`src/include/mpt_defines.vh`:
```
`ifndef MPT_DEFINES_VH
`define MPT_DEFINES_VH

// Register byte addresses
`define MPT_ADDR_MCTRL    8'h00
`define MPT_ADDR_SWRST    8'h04
`define MPT_ADDR_STATUS   8'h08
`define MPT_ADDR_CLEAR    8'h0c
`define MPT_ADDR_IRQEN    8'h10
`define MPT_ADDR_ID       8'h14
`define MPT_ADDR_CH_BASE  8'h20
`define MPT_CH_STRIDE     8'h10
`define MPT_CH_PERIOD     2'h0
`define MPT_CH_COUNT      2'h1
`define MPT_CH_CTRL       2'h2
`define MPT_CH_CAPTURE    2'h3

// Module control fields
`define MPT_MC_DEBUG_BIT  0
`define MPT_MC_DOZE_BIT   1
`define MPT_MC_EN_BIT     2

// Channel control fields
`define MPT_CC_RUN_BIT    0
`define MPT_CC_MODE_LO    1
`define MPT_CC_CHAIN_BIT  3
`define MPT_CC_SRC_BIT    4
`define MPT_CC_HALT_BIT   5
`define MPT_CC_START_BIT  6
`define MPT_CC_RELOAD_BIT 7
`define MPT_CC_SEL_LO     8
`define MPT_CC_WIDTH      12

// Modes
`define MPT_MODE_FULL     2'h0
`define MPT_MODE_SPLIT    2'h1
`define MPT_MODE_TRIG     2'h2
`define MPT_MODE_CAPT     2'h3

// Reset values and the capture-mode load value
`define MPT_RST_MCTRL     3'h0
`define MPT_RST_WORD      32'h00000000
`define MPT_ALL_ONES      32'hffffffff

// Settle time after reset or enable change, in ns (functional clock of 10 ns)
`define MPT_SETTLE_NS     40
`define MPT_CLK_NS        10
`define MPT_SETTLE_CYC    ((`MPT_SETTLE_NS + `MPT_CLK_NS - 1) / `MPT_CLK_NS)

`endif

```
`src/verilog/mpt_trig_sel.v`:
```
`timescale 1ns/1ns
`default_nettype none
module mpt_trig_sel #(
   parameter NSRC = 16
) (
   input wire clk, // Clock
   input wire rst_b, // Async reset, low
   input wire sw_clr, // Software reset pulse
   input wire [NSRC-1:0] int_trig, // Channel outputs
   input wire [NSRC-1:0] ext_trig, // External trigger inputs
   input wire [3:0] sel, // Trigger select
   input wire src_int, // 1 selects internal
   output reg trig_edge // One-cycle rising edge
);
   reg last;
   wire picked = src_int ? int_trig[sel] : ext_trig[sel];
   always @(posedge clk or negedge rst_b) begin
      if (!rst_b) begin
         last <= 1'b0;
         trig_edge <= 1'b0;
      end else if (sw_clr) begin
         last <= 1'b0;
         trig_edge <= 1'b0;
      end else begin
         last <= picked;
         trig_edge <= picked & ~last;
      end
   end
endmodule
`default_nettype wire

```
`src/verilog/mpt_chan.v`:
```
`timescale 1ns/1ns
`default_nettype none
`include "mpt_defines.vh"
module mpt_chan (
   input wire clk, // Clock
   input wire rst_b, // Async reset, low
   input wire sw_clr, // Software reset pulse
   input wire halt, // Debug or doze freeze
   input wire [`MPT_CC_WIDTH-1:0] ctrl, // Channel control
   input wire [31:0] period_value, // Programmed period
   input wire trig, // Trigger edge
   input wire prev_expire, // Previous channel expiry
   output reg [31:0] count, // Current count
   output reg [31:0] capture, // Captured inverse
   output reg expire, // One-cycle expiry pulse
   output reg pre_trig, // Output pre-trigger
   output reg running // Counter active
);
   wire run_en = ctrl[`MPT_CC_RUN_BIT];
   wire [1:0] mode = ctrl[`MPT_CC_MODE_LO+1:`MPT_CC_MODE_LO];
   wire chain = ctrl[`MPT_CC_CHAIN_BIT];
   wire halt_exp = ctrl[`MPT_CC_HALT_BIT];
   wire start_trig = ctrl[`MPT_CC_START_BIT];
   wire reload_trig = ctrl[`MPT_CC_RELOAD_BIT];
   reg armed;
   reg stopped;
   reg run_q;
   wire tick = chain ? prev_expire : 1'b1;
   wire step = (mode == `MPT_MODE_TRIG) ? trig : tick;
   wire [31:0] load_val = (mode == `MPT_MODE_CAPT) ? `MPT_ALL_ONES : period_value;
   wire lo_zero = (count[15:0] == 16'h0000);
   wire done = (mode == `MPT_MODE_SPLIT) ? (lo_zero && count[31:16] == 16'h0000) : (count == `MPT_RST_WORD);
   always @(posedge clk or negedge rst_b) begin
      if (!rst_b) begin
         count <= `MPT_RST_WORD;
         capture <= `MPT_RST_WORD;
         expire <= 1'b0;
         pre_trig <= 1'b0;
         running <= 1'b0;
         armed <= 1'b0;
         stopped <= 1'b0;
         run_q <= 1'b0;
      end else if (sw_clr) begin
         count <= `MPT_RST_WORD;
         capture <= `MPT_RST_WORD;
         expire <= 1'b0;
         pre_trig <= 1'b0;
         running <= 1'b0;
         armed <= 1'b0;
         stopped <= 1'b0;
         run_q <= 1'b0;
      end else begin
         run_q <= run_en;
         expire <= 1'b0;
         if (!run_en) begin
            running <= 1'b0;
            armed <= 1'b0;
            stopped <= 1'b0;
            pre_trig <= 1'b0;
         end else if (!run_q) begin
            count <= load_val;
            armed <= ~(start_trig | mode == `MPT_MODE_TRIG);
            running <= 1'b1;
         end else if (!armed) begin
            if (trig) begin
               armed <= 1'b1;
               count <= load_val;
            end
         end else if (stopped) begin
            running <= 1'b0;
         end else if (reload_trig && trig && mode != `MPT_MODE_TRIG) begin
            count <= load_val;
            pre_trig <= 1'b0;
         end else if (!halt) begin
            if (mode == `MPT_MODE_CAPT && trig)
               capture <= ~count;
            if (step) begin
               if (done) begin
                  expire <= 1'b1;
                  pre_trig <= 1'b0;
                  count <= load_val;
                  if (halt_exp) stopped <= 1'b1;
               end else if (mode == `MPT_MODE_SPLIT) begin
                  if (!lo_zero) begin
                     count[15:0] <= count[15:0] - 16'h0001;
                     if (count[15:0] == 16'h0001) pre_trig <= 1'b1;
                  end else begin
                     count[31:16] <= count[31:16] - 16'h0001;
                  end
               end else begin
                  count <= count - 32'h00000001;
               end
            end
         end
      end
   end
endmodule
`default_nettype wire

```
`src/verilog/mpt_timer.v`:
```
// Local design decisions: the address-and-strobe port and the register addresses.
`timescale 1ns/1ns
`default_nettype none
`include "mpt_defines.vh"
module mpt_timer #(
   parameter NCH = 4,
   parameter NSRC = 16,
   parameter [31:0] ID_VALUE = 32'h0000a5a5 // Arbitrary identity value
) (
   input wire clk, // 100 MHz clock
   input wire rst_b, // Async reset, low
   input wire [7:0] addr, // Register byte address
   input wire [31:0] wdata, // Write data
   input wire wr, // Write strobe
   input wire rd, // Read strobe
   output reg [31:0] rdata, // Read data, cycle after rd
   input wire [NSRC-1:0] ext_trig, // External triggers
   input wire debug_mode, // Processor halted in debug
   input wire doze_mode, // Processor in doze
   output reg [NCH-1:0] chan_trig, // Channel expiry pulses
   output reg [NCH-1:0] chan_pre, // Channel pre-triggers
   output reg irq // Interrupt level
);
   reg [2:0] mctrl;
   reg [NCH-1:0] flags;
   reg [NCH-1:0] irq_en;
   reg [`MPT_CC_WIDTH-1:0] ctrl [0:NCH-1];
   reg [31:0] period [0:NCH-1];
   reg sw_clr;
   wire [31:0] count [0:NCH-1];
   wire [31:0] capt [0:NCH-1];
   wire [NCH-1:0] expire;
   wire [NCH-1:0] pre;
   wire [NCH-1:0] running;
   wire [NCH-1:0] trig;
   wire [NSRC-1:0] int_lines;

   wire halt = (debug_mode & ~mctrl[`MPT_MC_DEBUG_BIT]) | (doze_mode & ~mctrl[`MPT_MC_DOZE_BIT]);
   wire mod_en = mctrl[`MPT_MC_EN_BIT];

   // Channel register slot and field of an address
   function is_chan;
      input [7:0] a;
      begin
         is_chan = (a >= `MPT_ADDR_CH_BASE) && (a < `MPT_ADDR_CH_BASE + NCH * `MPT_CH_STRIDE) && (a[1:0] == 2'b00);
      end
   endfunction

   function [7:0] chan_idx;
      input [7:0] a;
      reg [7:0] off;
      begin
         off = a - `MPT_ADDR_CH_BASE;
         chan_idx = {4'h0, off[7:4]};
      end
   endfunction

   assign int_lines = {{(NSRC-NCH){1'b0}}, chan_trig};

   genvar g;
   generate
      for (g = 0; g < NCH; g = g + 1) begin : gch
         wire [`MPT_CC_WIDTH-1:0] eff_ctrl = mod_en ? ctrl[g] : {ctrl[g][`MPT_CC_WIDTH-1:1], 1'b0};
         wire prev_exp;
         if (g == 0) begin : gfirst
            assign prev_exp = 1'b0;
         end else begin : gnext
            assign prev_exp = expire[g-1];
         end
         mpt_trig_sel #(.NSRC(NSRC)) u_sel (
            .clk(clk),
            .rst_b(rst_b),
            .sw_clr(sw_clr),
            .int_trig(int_lines),
            .ext_trig(ext_trig),
            .sel(ctrl[g][`MPT_CC_SEL_LO+3:`MPT_CC_SEL_LO]),
            .src_int(ctrl[g][`MPT_CC_SRC_BIT]),
            .trig_edge(trig[g])
         );
         mpt_chan u_chan (
            .clk(clk),
            .rst_b(rst_b),
            .sw_clr(sw_clr),
            .halt(halt),
            .ctrl(eff_ctrl),
            .period_value(period[g]),
            .trig(trig[g]),
            .prev_expire(prev_exp),
            .count(count[g]),
            .capture(capt[g]),
            .expire(expire[g]),
            .pre_trig(pre[g]),
            .running(running[g])
         );
      end
   endgenerate

   integer i;
   wire [7:0] ci = chan_idx(addr);
   always @(posedge clk or negedge rst_b) begin
      if (!rst_b) begin
         mctrl <= `MPT_RST_MCTRL;
         flags <= {NCH{1'b0}};
         irq_en <= {NCH{1'b0}};
         sw_clr <= 1'b0;
         chan_trig <= {NCH{1'b0}};
         chan_pre <= {NCH{1'b0}};
         irq <= 1'b0;
         for (i = 0; i < NCH; i = i + 1) begin
            ctrl[i] <= {`MPT_CC_WIDTH{1'b0}};
            period[i] <= `MPT_RST_WORD;
         end
      end else begin
         sw_clr <= wr && addr == `MPT_ADDR_SWRST && wdata[0];
         chan_trig <= expire;
         chan_pre <= pre;
         irq <= |(flags & irq_en);
         if (sw_clr) begin
            flags <= {NCH{1'b0}};
            irq_en <= {NCH{1'b0}};
            for (i = 0; i < NCH; i = i + 1) begin
               ctrl[i] <= {`MPT_CC_WIDTH{1'b0}};
               period[i] <= `MPT_RST_WORD;
            end
         end else begin
            flags <= (flags & ~((wr && addr == `MPT_ADDR_CLEAR) ? wdata[NCH-1:0] : {NCH{1'b0}})) | expire;
            if (wr && addr == `MPT_ADDR_IRQEN)
               irq_en <= wdata[NCH-1:0];
            if (wr && is_chan(addr) && addr[3:2] == `MPT_CH_PERIOD)
               period[ci[1:0]] <= wdata;
            if (wr && is_chan(addr) && addr[3:2] == `MPT_CH_CTRL)
               ctrl[ci[1:0]] <= wdata[`MPT_CC_WIDTH-1:0];
         end
         if (wr && addr == `MPT_ADDR_MCTRL)
            mctrl <= wdata[2:0];
      end
   end

   always @(posedge clk or negedge rst_b) begin
      if (!rst_b) begin
         rdata <= `MPT_RST_WORD;
      end else if (rd) begin
         if (addr == `MPT_ADDR_MCTRL)
            rdata <= {29'h0, mctrl};
         else if (addr == `MPT_ADDR_STATUS)
            rdata <= {{(32-NCH){1'b0}}, flags};
         else if (addr == `MPT_ADDR_IRQEN)
            rdata <= {{(32-NCH){1'b0}}, irq_en};
         else if (addr == `MPT_ADDR_ID)
            rdata <= ID_VALUE;
         else if (is_chan(addr)) begin
            case (addr[3:2])
               `MPT_CH_PERIOD: rdata <= period[ci[1:0]];
               `MPT_CH_COUNT: rdata <= count[ci[1:0]];
               `MPT_CH_CTRL: rdata <= {19'h0, running[ci[1:0]], ctrl[ci[1:0]]};
               default: rdata <= capt[ci[1:0]];
            endcase
         end else
            rdata <= `MPT_RST_WORD;
      end else begin
         rdata <= `MPT_RST_WORD;
      end
   end
endmodule
`default_nettype wire

```
`config.mk`:
```
export PLATFORM = sky130hd
export DESIGN_NAME = mpt_timer
export DESIGN_NICKNAME = d
export VERILOG_FILES = /design/src/verilog/mpt_trig_sel.v /design/src/verilog/mpt_chan.v /design/src/verilog/mpt_timer.v
export VERILOG_INCLUDE_DIRS = /design/src /design/src/include
export SDC_FILE = /design/constraint.sdc
export NUM_CORES = 1
export LEC_CHECK = 0
export BUFFER_PORTS_ARGS = -buffer_cell sky130_fd_sc_hd__clkbuf_2
export CELL_PAD_IN_SITES_DETAIL_PLACEMENT = 1
export CELL_PAD_IN_SITES_GLOBAL_PLACEMENT = 1
export CORE_MARGIN = 3
export CORE_UTILIZATION = 45
export CTS_CLUSTER_SIZE = 10
export DETAILED_ROUTE_END_ITERATION = 8
export GPL_ROUTABILITY_DRIVEN = 1
export PLACE_DENSITY = 0.88
export RECOVER_POWER = 50
export SLEW_MARGIN = 20
export SYNTH_ARGS = -nofsm -noshare
export SYNTH_HDL_FRONTEND = slang
export SYNTH_HIERARCHICAL = 1
export SYNTH_SLANG_ARGS = --single-unit
```
`constraint.sdc`:
```
create_clock -name clk -period 2.7 [get_ports clk]
set_clock_uncertainty 0.2 [all_clocks]
set_input_delay 0.675 -clock clk [delete_from_list [all_inputs] [get_ports clk]]
set_output_delay 0.675 -clock clk [all_outputs]
set_load 0.05 [all_outputs]
```
# After elaboration in Yosys (flattened, before gate mapping)
# Cells that the tools add are included.
# totals
latch_bits,0
ff_bits,517
rom_bits,0
mem_bits_rw,0
elab_cells,633
out_inout_bits,41
mem_count,0
# op_classes
shifts,0
n_lt_le_gt_ge,9
n_eq_ne,100
bitwise,30
addsub,13
n_mul,0
muxes,335
div,0
reduce_logical,86
# ops
op,n
$mux 32,93
$mux 128,2
$mux 1,205
$bmux 32 s2,3
$bwmux 128,1
$logic_not 16->1,8
$logic_not 32->1,4
$mux 16,8
$not 32->32,4
$sub 16x1->16 const B,8
$sub 32x1->32 const B,4
$ne 5x5->1 const B,20
$mux 48,2
$pmux 32 s3,1
$ne 4x4->1 const B,20
$demux 32 s2,1
$eq 16x1->1 const B,4
$ne 7x7->1 const B,8
$bwmux 48,1
$reduce_and 6->1,8
$reduce_bool 2->1,19
$mux 12,3
$ne 3x3->1 const B,12
$bmux 1 s4,8
other kinds (32),126

# Longest topological paths before layout
# Gate-level depths: netlist (run 1).
# logic_depth
depth_word,13
mapped_depth,11
depth_no_buf,8

# By module
# Netlist (run 1), hierarchy kept.
# by_module_without_submodules
mod,cells_per_inst,seq_area_each_um2,area_per_inst_um2,instances
mpt_timer,1061,5730.5,12532.0,1
mpt_chan (gch[0].u_chan ...),485,1751.7,4092.7,2
mpt_chan (gch[3].u_chan),493,1751.7,4147.7,1
mpt_chan (gch[2].u_chan),491,1751.7,4063.9,1
mpt_trig_sel,30,50.0,386.6,4

# Least setup slack after synthesis (run 1)
# Ideal clock, no wire load.
# synth_timing
path_type,register -> register
startpoint,register gch[3].u_chan.count[16]
endpoint,register gch[3].u_chan.count[12]
setup_slack_ns,-0.181
period_less_slack_ns,2.881
path_stages_with_launch,10
path_buffers,1
required_time_ns,2.378
arrival_ns,2.560
path_cell_list,dfrtp_1 inv_1 ha_1 or4b_1 nor4_4 nor4b_4 nor2_2 buf_6 or3_1 a32o_1
# synth_via
elab_chain_cells,12
word_cells_on_any_way,15
classes_between,eq/ne (1); mux (10); reduce/logical (4)
# synth_rtl
item,line_no,source
from (decl),mpt_chan.v:13,"output reg [31:0] count,"
from (signal assigned),mpt_chan.v:35,count <= `MPT_RST_WORD;
from (signal assigned),mpt_chan.v:44,count <= `MPT_RST_WORD;
from (signal assigned),mpt_chan.v:61,count <= load_val;
$logic_not 16->1,mpt_chan.v:32,wire done = (mode == `MPT_MODE_SPLIT) ? (lo_zero && count[31:16] == 16'h0000) : (count == `MPT_RST_WORD);
$logic_and 1x1->1,mpt_chan.v:32,
$mux 1 *,mpt_chan.v:32,
$mux 32,mpt_chan.v:78,if (done) begin
$mux 32,mpt_chan.v:77,if (step) begin
$mux 32,mpt_chan.v:74,end else if (!halt) begin
$mux 32,mpt_chan.v:71,end else if (reload_trig && trig && mode != `MPT_MODE_TRIG) begin
$mux 32,mpt_chan.v:69,end else if (stopped) begin
$mux 32,mpt_chan.v:64,end else if (!armed) begin
$mux 32,mpt_chan.v:60,end else if (!run_q) begin
$mux 32,mpt_chan.v:55,if (!run_en) begin
$mux 32,mpt_chan.v:43,end else if (sw_clr) begin
# Every way passes the cells marked *; elsewhere a longest branch is shown, timed or not. The select of a mux whose other input is x is not followed.
# A chain may end at the register's enable or synchronous reset.

# Worst setup path in the final report (run 1)
# layout_timing
startpoint,register gch[2].u_sel.trig_edge
endpoint,register gch[2].u_chan.count[21]
# layout_via
elab_chain_cells,8
word_cells_on_any_way,14
classes_between,eq/ne (4); mux (7); reduce/logical (3)
# layout_rtl
item,line_no,source
from (decl),mpt_trig_sel.v:13,output reg trig_edge
from (signal assigned),mpt_trig_sel.v:26,trig_edge <= picked & ~last;
$logic_and 1x1->1,mpt_chan.v:71,
$logic_and 1x1->1 (no line),-,
$mux 32,mpt_chan.v:71,
$mux 32,mpt_chan.v:69,
$mux 32,mpt_chan.v:64,
$mux 32,mpt_chan.v:60,
$mux 32,mpt_chan.v:55,
$mux 32,mpt_chan.v:43,
to (signal assigned),mpt_chan.v:44,
to (signal assigned),mpt_chan.v:61,
to (signal assigned),mpt_chan.v:67,count <= load_val;
to (decl),mpt_chan.v:13,
# Several ways; a longest one is shown, not always the timed one. The select of a mux whose other input is x is not followed.

==> results of run 1 <==
## power breakdown
group / internal [W] / leakage [nW] / switching [W] / total (W)
Clock: 0.00408 / 0.797 / 0.00342 / 0.00751
Combinational: 0.000908 / 9.37 / 0.00146 / 0.00237
Sequential: 0.00794 / 7.13 / 0.000371 / 0.00832
## how the worst max path moves through the flow
stage | cells after the start | startpoint | endpoint | slack, ns
after floorplan | 7 | gch[3].u_chan/count[23]$_DFFE_PN0P_ | gch[3].u_chan/count[12]$_DFFE_PN0P_ | -0.13
after global placement | 9 | debug_mode | gch[3].u_chan/count[24]$_DFFE_PN0P_ | -0.31
after global routing | 9 | mctrl[2]$_DFFE_PN0P_ | gch[2].u_chan/count[27]$_DFFE_PN0P_ | -0.16
after detailed placement | 11 | debug_mode | gch[0].u_chan/count[27]$_DFFE_PN0P_ | -0.32
final | 8 | gch[2].u_sel/trig_edge$_DFF_PN0_ | gch[2].u_chan/count[21]$_DFFE_PN0P_ | -0.14
after CTS | 7 | gch[3].u_chan/count[22]$_DFFE_PN0P_ | gch[3].u_chan/count[12]$_DFFE_PN0P_ | -0.04
## logic make-up (layout without fill, tap and decap cells)
kind of cell	Yosys count	after routing	synth area share, %
compound gates	986	986	21.0
flops	517	517	42.5
buf+inv	312	696	5.04
xor+xnor	17	17	0.489
mux	220	220	12.6
other cells	1	56	0.0123
fa+ha+maj	16	16	0.657
simple gates	1066	1066	17.7
## metal layers
metal	wire length [µm]	GRT usage [%]
met1	50000	47.4
met5	49	0
met3	21600	14.1
met2	65700	60.7
met4	10300	19.8
## area by class of cell
type,count,area (µm²)
Fill cell,7238,29100
Multi-Input combinational cell,2354,16900
Sequential cell,517,12900
Timing Repair Buffer,575,4660
Clock buffer,79,1610
Tap cell,864,1080
Inverter,40,150
Clock inverter,2,25.0
Antenna cell,7,17.5
## worst max-delay path: cells and delay by family (launching register included)
kind | cells | cell delay, ns
buffers and inverters | 2 | 0.44
AND/OR/NAND/NOR | 1 | 0.27
AO/OA/AOI/OAI | 5 | 1.33
flip-flops | 1 | 0.50
## stage by stage
stage	area, µm²	power (W)
2_1_floorplan	30700	0.00940
3_3_place_gp	34800	0.0104
3_5_place_dp	34800	0.0105
4_1_cts	36700	0.0179
5_1_grt	37300	0.0186
6_report	37400	0.0182
## what timing repair did
action | in CTS | in global routing
endpoints found under the setup margin | 101 | 122
hold buffers | 1 | 0
setup buffers | 8 | 20
pin swaps | 13 | 35
gates resized for setup | 47 | 123
cloned | 1 | 4
endpoints found under the hold margin | 36 | 0
## flip-flops by register name, summed over array words and instances (netlist names), 3 cells and up
register             count
gch.u_chan/capture     128
gch.u_chan/count       128
period                 128
ctrl                    48
rdata                   32
chan_pre                 4
chan_trig                4
flags                    4
gch.u_chan/armed         4
gch.u_chan/expire        4
gch.u_chan/pre_trig      4
gch.u_chan/run_q         4
gch.u_chan/running       4
gch.u_chan/stopped       4
gch.u_sel/last           4
gch.u_sel/trig_edge      4
irq_en                   4
mctrl                    3
## cell usage in the layout (no fill, tap or decap), types with 18 or more instances in the layout
cell,synthesis,final
dfrtp_1,517,513
buf_4,22,394
nor2_1,374,372
a21oi_1,323,318
o21ai_0,209,190
nand2_1,168,167
nand3_1,150,147
clkbuf_2,0,108
mux4_2,107,107
a22o_1,93,93
mux2i_1,84,84
nor3_1,76,68
clkbuf_16,0,62
conb_1,1,49
or3_1,51,42
nor2b_1,38,36
buf_12,4,36
inv_1,40,35
o22ai_1,33,31
o211ai_1,31,31
o221ai_1,33,29
a31oi_1,32,28
buf_6,20,25
o21ai_1,8,23
nand2b_1,24,22
nand4_1,22,22
nor4_1,25,21
and3_1,20,20
o31ai_1,23,20
and2_1,24,19
clkbuf_1,167,18
==> impl_metrics.json, run 1 <==
{
  "outcome": "complete, but fails checks",
  "violations": "capacitance limit, slew limit, setup timing",
  "wl_um": 148000,
  "final_cells": 4438,
  "setup_viol": 58,
  "dieArea_um2": 70900,
  "synth_area_leaders": "dfrtp_1 42%, mux4_2 7.9%, a21oi_1 5.3%, nor2_1 4.6%, o21ai_0 3.4%",
  "antenna_found_initial": 12,
  "power_density_nw_per_um2": 487,
  "min_from": "wdata[27]",
  "crit_arrival_ns": 3.19,
  "fmax_mhz": 352,
  "vias": 32400,
  "ys_types": 100,
  "end_kind": "register",
  "worst_hold_path_type": "input port to register",
  "synth.ff_latch_count": 517,
  "post_drt_wl_per_cell_um": 33.3,
  "yosys_warnings": 6,
  "rsz0062_at_grt": "yes",
  "cts_max_path_buffers": 3,
  "tightestPinTransition_ns": 1.68,
  "slew_headroom_pct": -12.0,
  "worstSetupPathType": "register to register",
  "reg2reg_to": "gch[2].u_chan/count[21]$_DFFE_PN0P_",
  "dr.pass1.iters": 6,
  "fin_util_pct": 56.2,
  "fin_tns_setup_ns": -2.34,
  "startpoint_type": "register",
  "nets": 3625,
  "post_drt_via_cell_ratio": 7.30,
  "cpMaxStageDelayCell": "dfrtp_2",
  "dpl.hpwl_um": 99100,
  "cts_tree": "yes",
  "irDropWorstVdd_v": 0.000467,
  "grt_pass1_vias": 32600,
  "hold-path-cell-count": 2,
  "syn_area_per_cell_um2": 9.72,
  "final_hold_viol_count": 0,
  "yosysTopAreaCellShare_pct": 42.5,
  "clock-sinks": 517,
  "p_leak_nw": 17.3,
  "grt_pass1_wl_um": 209000,
  "min_to": "period[59]$_DFFE_PN0P_",
  "htree_levels": 2,
  "antenna_left": 0,
  "start_util_pct": 45.9,
  "r2r_cells": 8,
  "grt_remaining_overflow": 0,
  "fp-row-count": 94,
  "die_w_um": 266,
  "setup_ws_ns": -0.142,
  "yosys-top-cells-count": "517 x dfrtp_1, 374 x nor2_1, 323 x a21oi_1, 209 x o21ai_0, 168 x nand2_1",
  "grt_start_max_net_pins": 86,
  "regToRegSetupSlack_ns": -0.14,
  "critPathMaxFanout": 11,
  "whs_ns": 0.122,
  "cpPeakStageDelay_ns": 0.50,
  "synth-edff-count": 0,
  "clock_latency_ns": 0.66,
  "drc": 0,
  "cts-root-buf": "clkbuf_16",
  "worstPathRequired_ns": 3.05,
  "async_reset_ff_share_pct": 100,
  "track_usage_pct": 38.8,
  "clkTransAtPathRegs_ns": 0.06,
  "core_area_um2": 66500,
  "placed_cells": 4316,
  "numCtsBuffers": 59,
  "dp_slack_ns": -0.325,
  "crit_chain": "and2_1, a21oi_1, buf_4, a21boi_2, buf_6, o211ai_1, o21ai_0, o2bb2ai_1",
  "syn_area_um2": 30500,
  "syn_to_final_growth_pct": 22.6,
  "portBuffers": 102,
  "synthFlopType": "dfrtp_1",
  "fp.dieH_um": 266,
  "drive_gt1_share_pct": 26.3,
  "yosysSeqAreaShare_pct": 42.5,
  "min_period_over_period_pct": 105,
  "ioPinCount": 103,
  "maxCapViolations": 1,
  "synth_top_area_cell": "dfrtp_1",
  "yosysMostFrequentCell": "dfrtp_1",
  "syn_inst": 3135,
  "drt_iter0_drc": 4686,
  "r2r_start": "gch[2].u_sel/trig_edge$_DFF_PN0_",
  "routabilityCongestion": 1.02,
  "min_period_ns": 2.84,
  "maxSlewViolCount": 53
}
No activity file was read; power rests on OpenSTA's default activity.
==> inputs of run 2 (changes only) <==
Clock period 2.7 ns to 2.4 ns, I/O delays scaled along.
==> impl_metrics.json, run 2 <==
{
  "outcome": "aborted with a tool error",
  "failing_step": "global routing",
  "firstError": "[ERROR GRT-0232] Routing congestion too high. Check the congestion heatmap in the GUI.",
  "fp.dieH_um": 266,
  "grt_remaining_overflow": 59,
  "synth_top_area_cell": "dfrtp_1",
  "grt_worst_setup_endpoint": "gch[3].u_chan/count[3]$_DFFE_PN0P_/D",
  "cts-root-buf": "clkbuf_16",
  "numCtsBuffers": 61,
  "dpl.hpwl_um": 103000,
  "synthFlopType": "dfrtp_1",
  "syn_area_um2": 30500,
  "async_reset_ff_share_pct": 100,
  "start_util_pct": 45.9,
  "yosysSeqAreaShare_pct": 42.5,
  "ys_types": 100,
  "yosysMostFrequentCell": "dfrtp_1",
  "die_w_um": 266,
  "yosysTopAreaCellShare_pct": 42.5,
  "syn_inst": 3135,
  "synth-edff-count": 0,
  "synth_top_family_by_area": "compound AO/OA/AOI/OAI gates",
  "grt_start_max_net_pins": 131,
  "synth_compound_area_share_pct": 21.0,
  "synth_area_leaders": "dfrtp_1 42%, mux4_2 7.9%, a21oi_1 5.3%, nor2_1 4.6%, o21ai_0 3.4%",
  "antenna_found_initial": 58,
  "muxShareOfSynthArea_pct": 12.6,
  "cts_max_path_buffers": 3,
  "synthSimpleGateAreaFrac_pct": 17.7,
  "synthXorXnorAreaFrac_pct": 0.489,
  "fp-row-count": 94,
  "synthAdderAreaFrac_pct": 0.657,
  "syn_area_per_cell_um2": 9.72,
  "worstEndpointType": "register input",
  "synth.ff_latch_count": 517,
  "yosys_warnings": 6,
  "yosys-top-cells-count": "517 x dfrtp_1, 374 x nor2_1, 323 x a21oi_1, 209 x o21ai_0, 168 x nand2_1",
  "track_usage_pct": 81.2,
  "portBuffers": 102,
  "htree_levels": 2,
  "clock-sinks": 517,
  "routabilityCongestion": 1.02,
  "ioPinCount": 103
}
==> run 2: cell counts after synthesis <==
No cell type changed its count.
==> run 2: timing repair <==
action / 4_1_cts
hold buffers: 1
gates cloned: 21
pin swaps: 160
endpoints found under the setup margin: 229
hold endpoints to repair: 296
setup buffers: 72
resized for setup: 457
==> run 2: cells by family after synthesis <==
| logic type | count (synthesis) |
|---|---|
| AOI/OAI and AO/OA | 986 |
| xor gates and xnor gates | 17 |
| adders and majority gates | 16 |
| buffers and inverters | 312 |
| DFF | 517 |
| muxes | 220 |
| other | 1 |
| and+or+nand+nor | 1066 |
==> run 2: metal layers <==
metal | GRT overflow | GRT usage (%)
met5 | 0 | 52.6
met4 | 27 | 79.3
met3 | 1 | 74.3
met2 | 30 | 91.2
met1 | 1 | 80.5
==> run 2: stage by stage <==
stage,instances,area (µm²),TNS (ns),worst slack (ns),util [%]
2_1_floorplan,3183,30900,-13.29,-0.432,-
3_3_place_gp,4429,35900,-66.99,-0.465,54.1
3_5_place_dp,4429,35900,-87.23,-0.518,54.1
4_1_cts,4612,40500,-24.78,-0.486,61.0
==> inputs of run 3 (changes only) <==
Settings changed: CELL_PAD_IN_SITES_DETAIL_PLACEMENT 1 to unset, CELL_PAD_IN_SITES_GLOBAL_PLACEMENT 1 to unset, CORE_UTILIZATION 45 to 40, CTS_CLUSTER_SIZE 10 to unset, PLACE_DENSITY 0.88 to unset, PLACE_DENSITY_LB_ADDON set to 0.15.
Clock period 2.4 ns to 3.12 ns, I/O delays scaled along.
==> impl_metrics.json, run 3 (synthesis results as in run 1) <==
{
  "final_cells": 4424,
  "r2r_start": "mctrl[2]$_DFFE_PN0P_",
  "drt_iter0_drc": 3063,
  "dp_slack_ns": -0.166,
  "core_area_um2": 74900,
  "cts_max_path_buffers": 3,
  "vias": 28600,
  "irDropWorstVdd_v": 0.000458,
  "drc": 0,
  "syn_to_final_growth_pct": 18.1,
  "grt_remaining_overflow": 0,
  "fin_tns_setup_ns": 0,
  "outcome": "complete, no violations",
  "die_w_um": 282,
  "ioPinCount": 103,
  "crit_chain": "clkbuf_1, and2_0, nand2b_1, inv_1, nand2_1, a21oi_1, and2_1, buf_12, o21ai_0, o21ai_0",
  "top_regs": "gch.u_chan/capture x128, gch.u_chan/count x128, period x128",
  "wl_um": 126000,
  "rsz0062_at_grt": "no",
  "final_cell_mix": "516 x dfrtp_1, 373 x nor2_1, 322 x a21oi_1",
  "final_common_cell": "dfrtp_1",
  "worstSetupPathType": "register to register",
  "placed_cells": 4306,
  "power_density_nw_per_um2": 451,
  "grt_start_max_net_pins": 144,
  "grt_pass1_vias": 27600,
  "cts_setup_buffers": 0,
  "numCtsBuffers": 61,
  "regToRegSetupSlack_ns": 0.12,
  "fmax_mhz": 334,
  "tightestPinTransition_ns": 1.22,
  "fp-row-count": 100,
  "nets": 3479,
  "maxCapViolations": 0,
  "grt_pass1_wl_um": 186000,
  "endpoint": "gch[2].u_chan/count[23]$_DFFE_PN0P_",
  "path_buf_inv": 3,
  "p_leak_nw": 16.6,
  "min_period_ns": 3.00,
  "worst_hold_path_type": "register to register",
  "slew_headroom_pct": 18.7,
  "portBuffers": 102,
  "crit_arrival_ns": 3.35,
  "path_depth": 10,
  "antenna_found_initial": 4,
  "maxSlewViolCount": 0,
  "cpMaxStageDelayCell": "and2_1",
  "cts-root-buf": "clkbuf_16",
  "fp.dieH_um": 282,
  "drive_gt1_share_pct": 20.9,
  "r2r_cells": 10,
  "worstPathRequired_ns": 3.47,
  "clock_latency_ns": 0.65,
  "min_period_over_period_pct": 96.1,
  "track_usage_pct": 31.4,
  "post_drt_via_cell_ratio": 6.46,
  "placed_area_um2": 34000,
  "antenna_left": 0,
  "setup_ws_ns": 0.123,
  "critPathMaxFanout": 9,
  "dr.pass1.iters": 5,
  "n_fill_cell": 6994,
  "cpPeakStageDelay_ns": 0.42,
  "clock-sinks": 517,
  "critical_path.top_delay_family": "simple AND/OR/NAND/NOR gates",
  "htree_levels": 2,
  "dpl.hpwl_um": 94500,
  "dieArea_um2": 79500,
  "start_util_pct": 40.7,
  "final_hold_viol_count": 0,
  "end_kind": "register",
  "post_cts_resized": 0,
  "clkTransAtPathRegs_ns": 0.06,
  "crit_path_start": "mctrl[2]$_DFFE_PN0P_",
  "setup_viol": 0,
  "startpoint_type": "register",
  "post_drt_wl_per_cell_um": 28.5,
  "routabilityCongestion": 0.985,
  "fin_area_um2": 36000,
  "reg2reg_to": "gch[2].u_chan/count[23]$_DFFE_PN0P_",
  "path_common_cell": "o21ai_0",
  "cts_tree": "yes"
}
[run 3: cell type report]
cell class / count / area (µm²) / share of cell area (%)
Clock inverter: 15 / 181 / 0.504
Multi-Input combinational cell: 2354 / 16200 / 45.1
Clock buffer: 98 / 1860 / 5.16
Timing Repair Buffer: 427 / 3410 / 9.49
Tap cell: 969 / 1210 / 3.37
Sequential cell: 517 / 12900 / 36.0
Inverter: 40 / 150 / 0.417
Antenna cell: 4 / 10.0 / 0.0278
[run 3: power breakdown]
group | total [W] | internal [W] | switching, W
sequential | 0.00718 | 0.00688 | 0.000303
combinational | 0.00174 | 0.000671 | 0.00107
clock | 0.00731 | 0.00429 | 0.00302
total | 0.0162 | 0.0118 | 0.00439
[run 3: routing by layer]
metal | track usage, % | part of all wire [%] | up-vias
met4 | 8.48 | 2.7 | 4
met3 | 6.45 | 9.6 | 188
met1 | 47.0 | 45 | 14700
met2 | 46.1 | 43 | 1373
met5 | 0 | 0.020 | -
li1 | - | - | 12300
[run 3: how the worst min path moves through the flow]
stage	cells after the start	to	slack (ns)	from
after floorplan	0	chan_pre[0]$_DFF_PN0_	0.15	gch[0].u_chan/pre_trig$_DFFE_PN0P_
after detailed placement	0	chan_trig[3]$_DFF_PN0_	0.19	gch[3].u_chan/expire$_DFF_PN0_
after global placement	0	chan_trig[3]$_DFF_PN0_	0.18	gch[3].u_chan/expire$_DFF_PN0_
final	0	chan_trig[3]$_DFF_PN0_	0.21	gch[3].u_chan/expire$_DFF_PN0_
after CTS	0	chan_pre[0]$_DFF_PN0_	0.21	gch[0].u_chan/pre_trig$_DFFE_PN0P_
after global routing	0	chan_trig[3]$_DFF_PN0_	0.21	gch[3].u_chan/expire$_DFF_PN0_
[run 3: what timing repair did]
item / CTS / global route
hold endpoints to repair: 5 / 0
setup endpoints to repair: 0 / 0
hold buffers: 1 / 0
[run 3: through the flow]
stage | utilization [%] | power (W) | hold slack, ns
floorplan | - | 0.00814 | 0.154
global placement | 45.3 | 0.00897 | 0.180
detailed placement | 45.3 | 0.00900 | 0.186
CTS | 48.1 | 0.0163 | 0.212
global route | 48.0 | 0.0167 | 0.214
finish | 48.0 | 0.0162 | 0.207
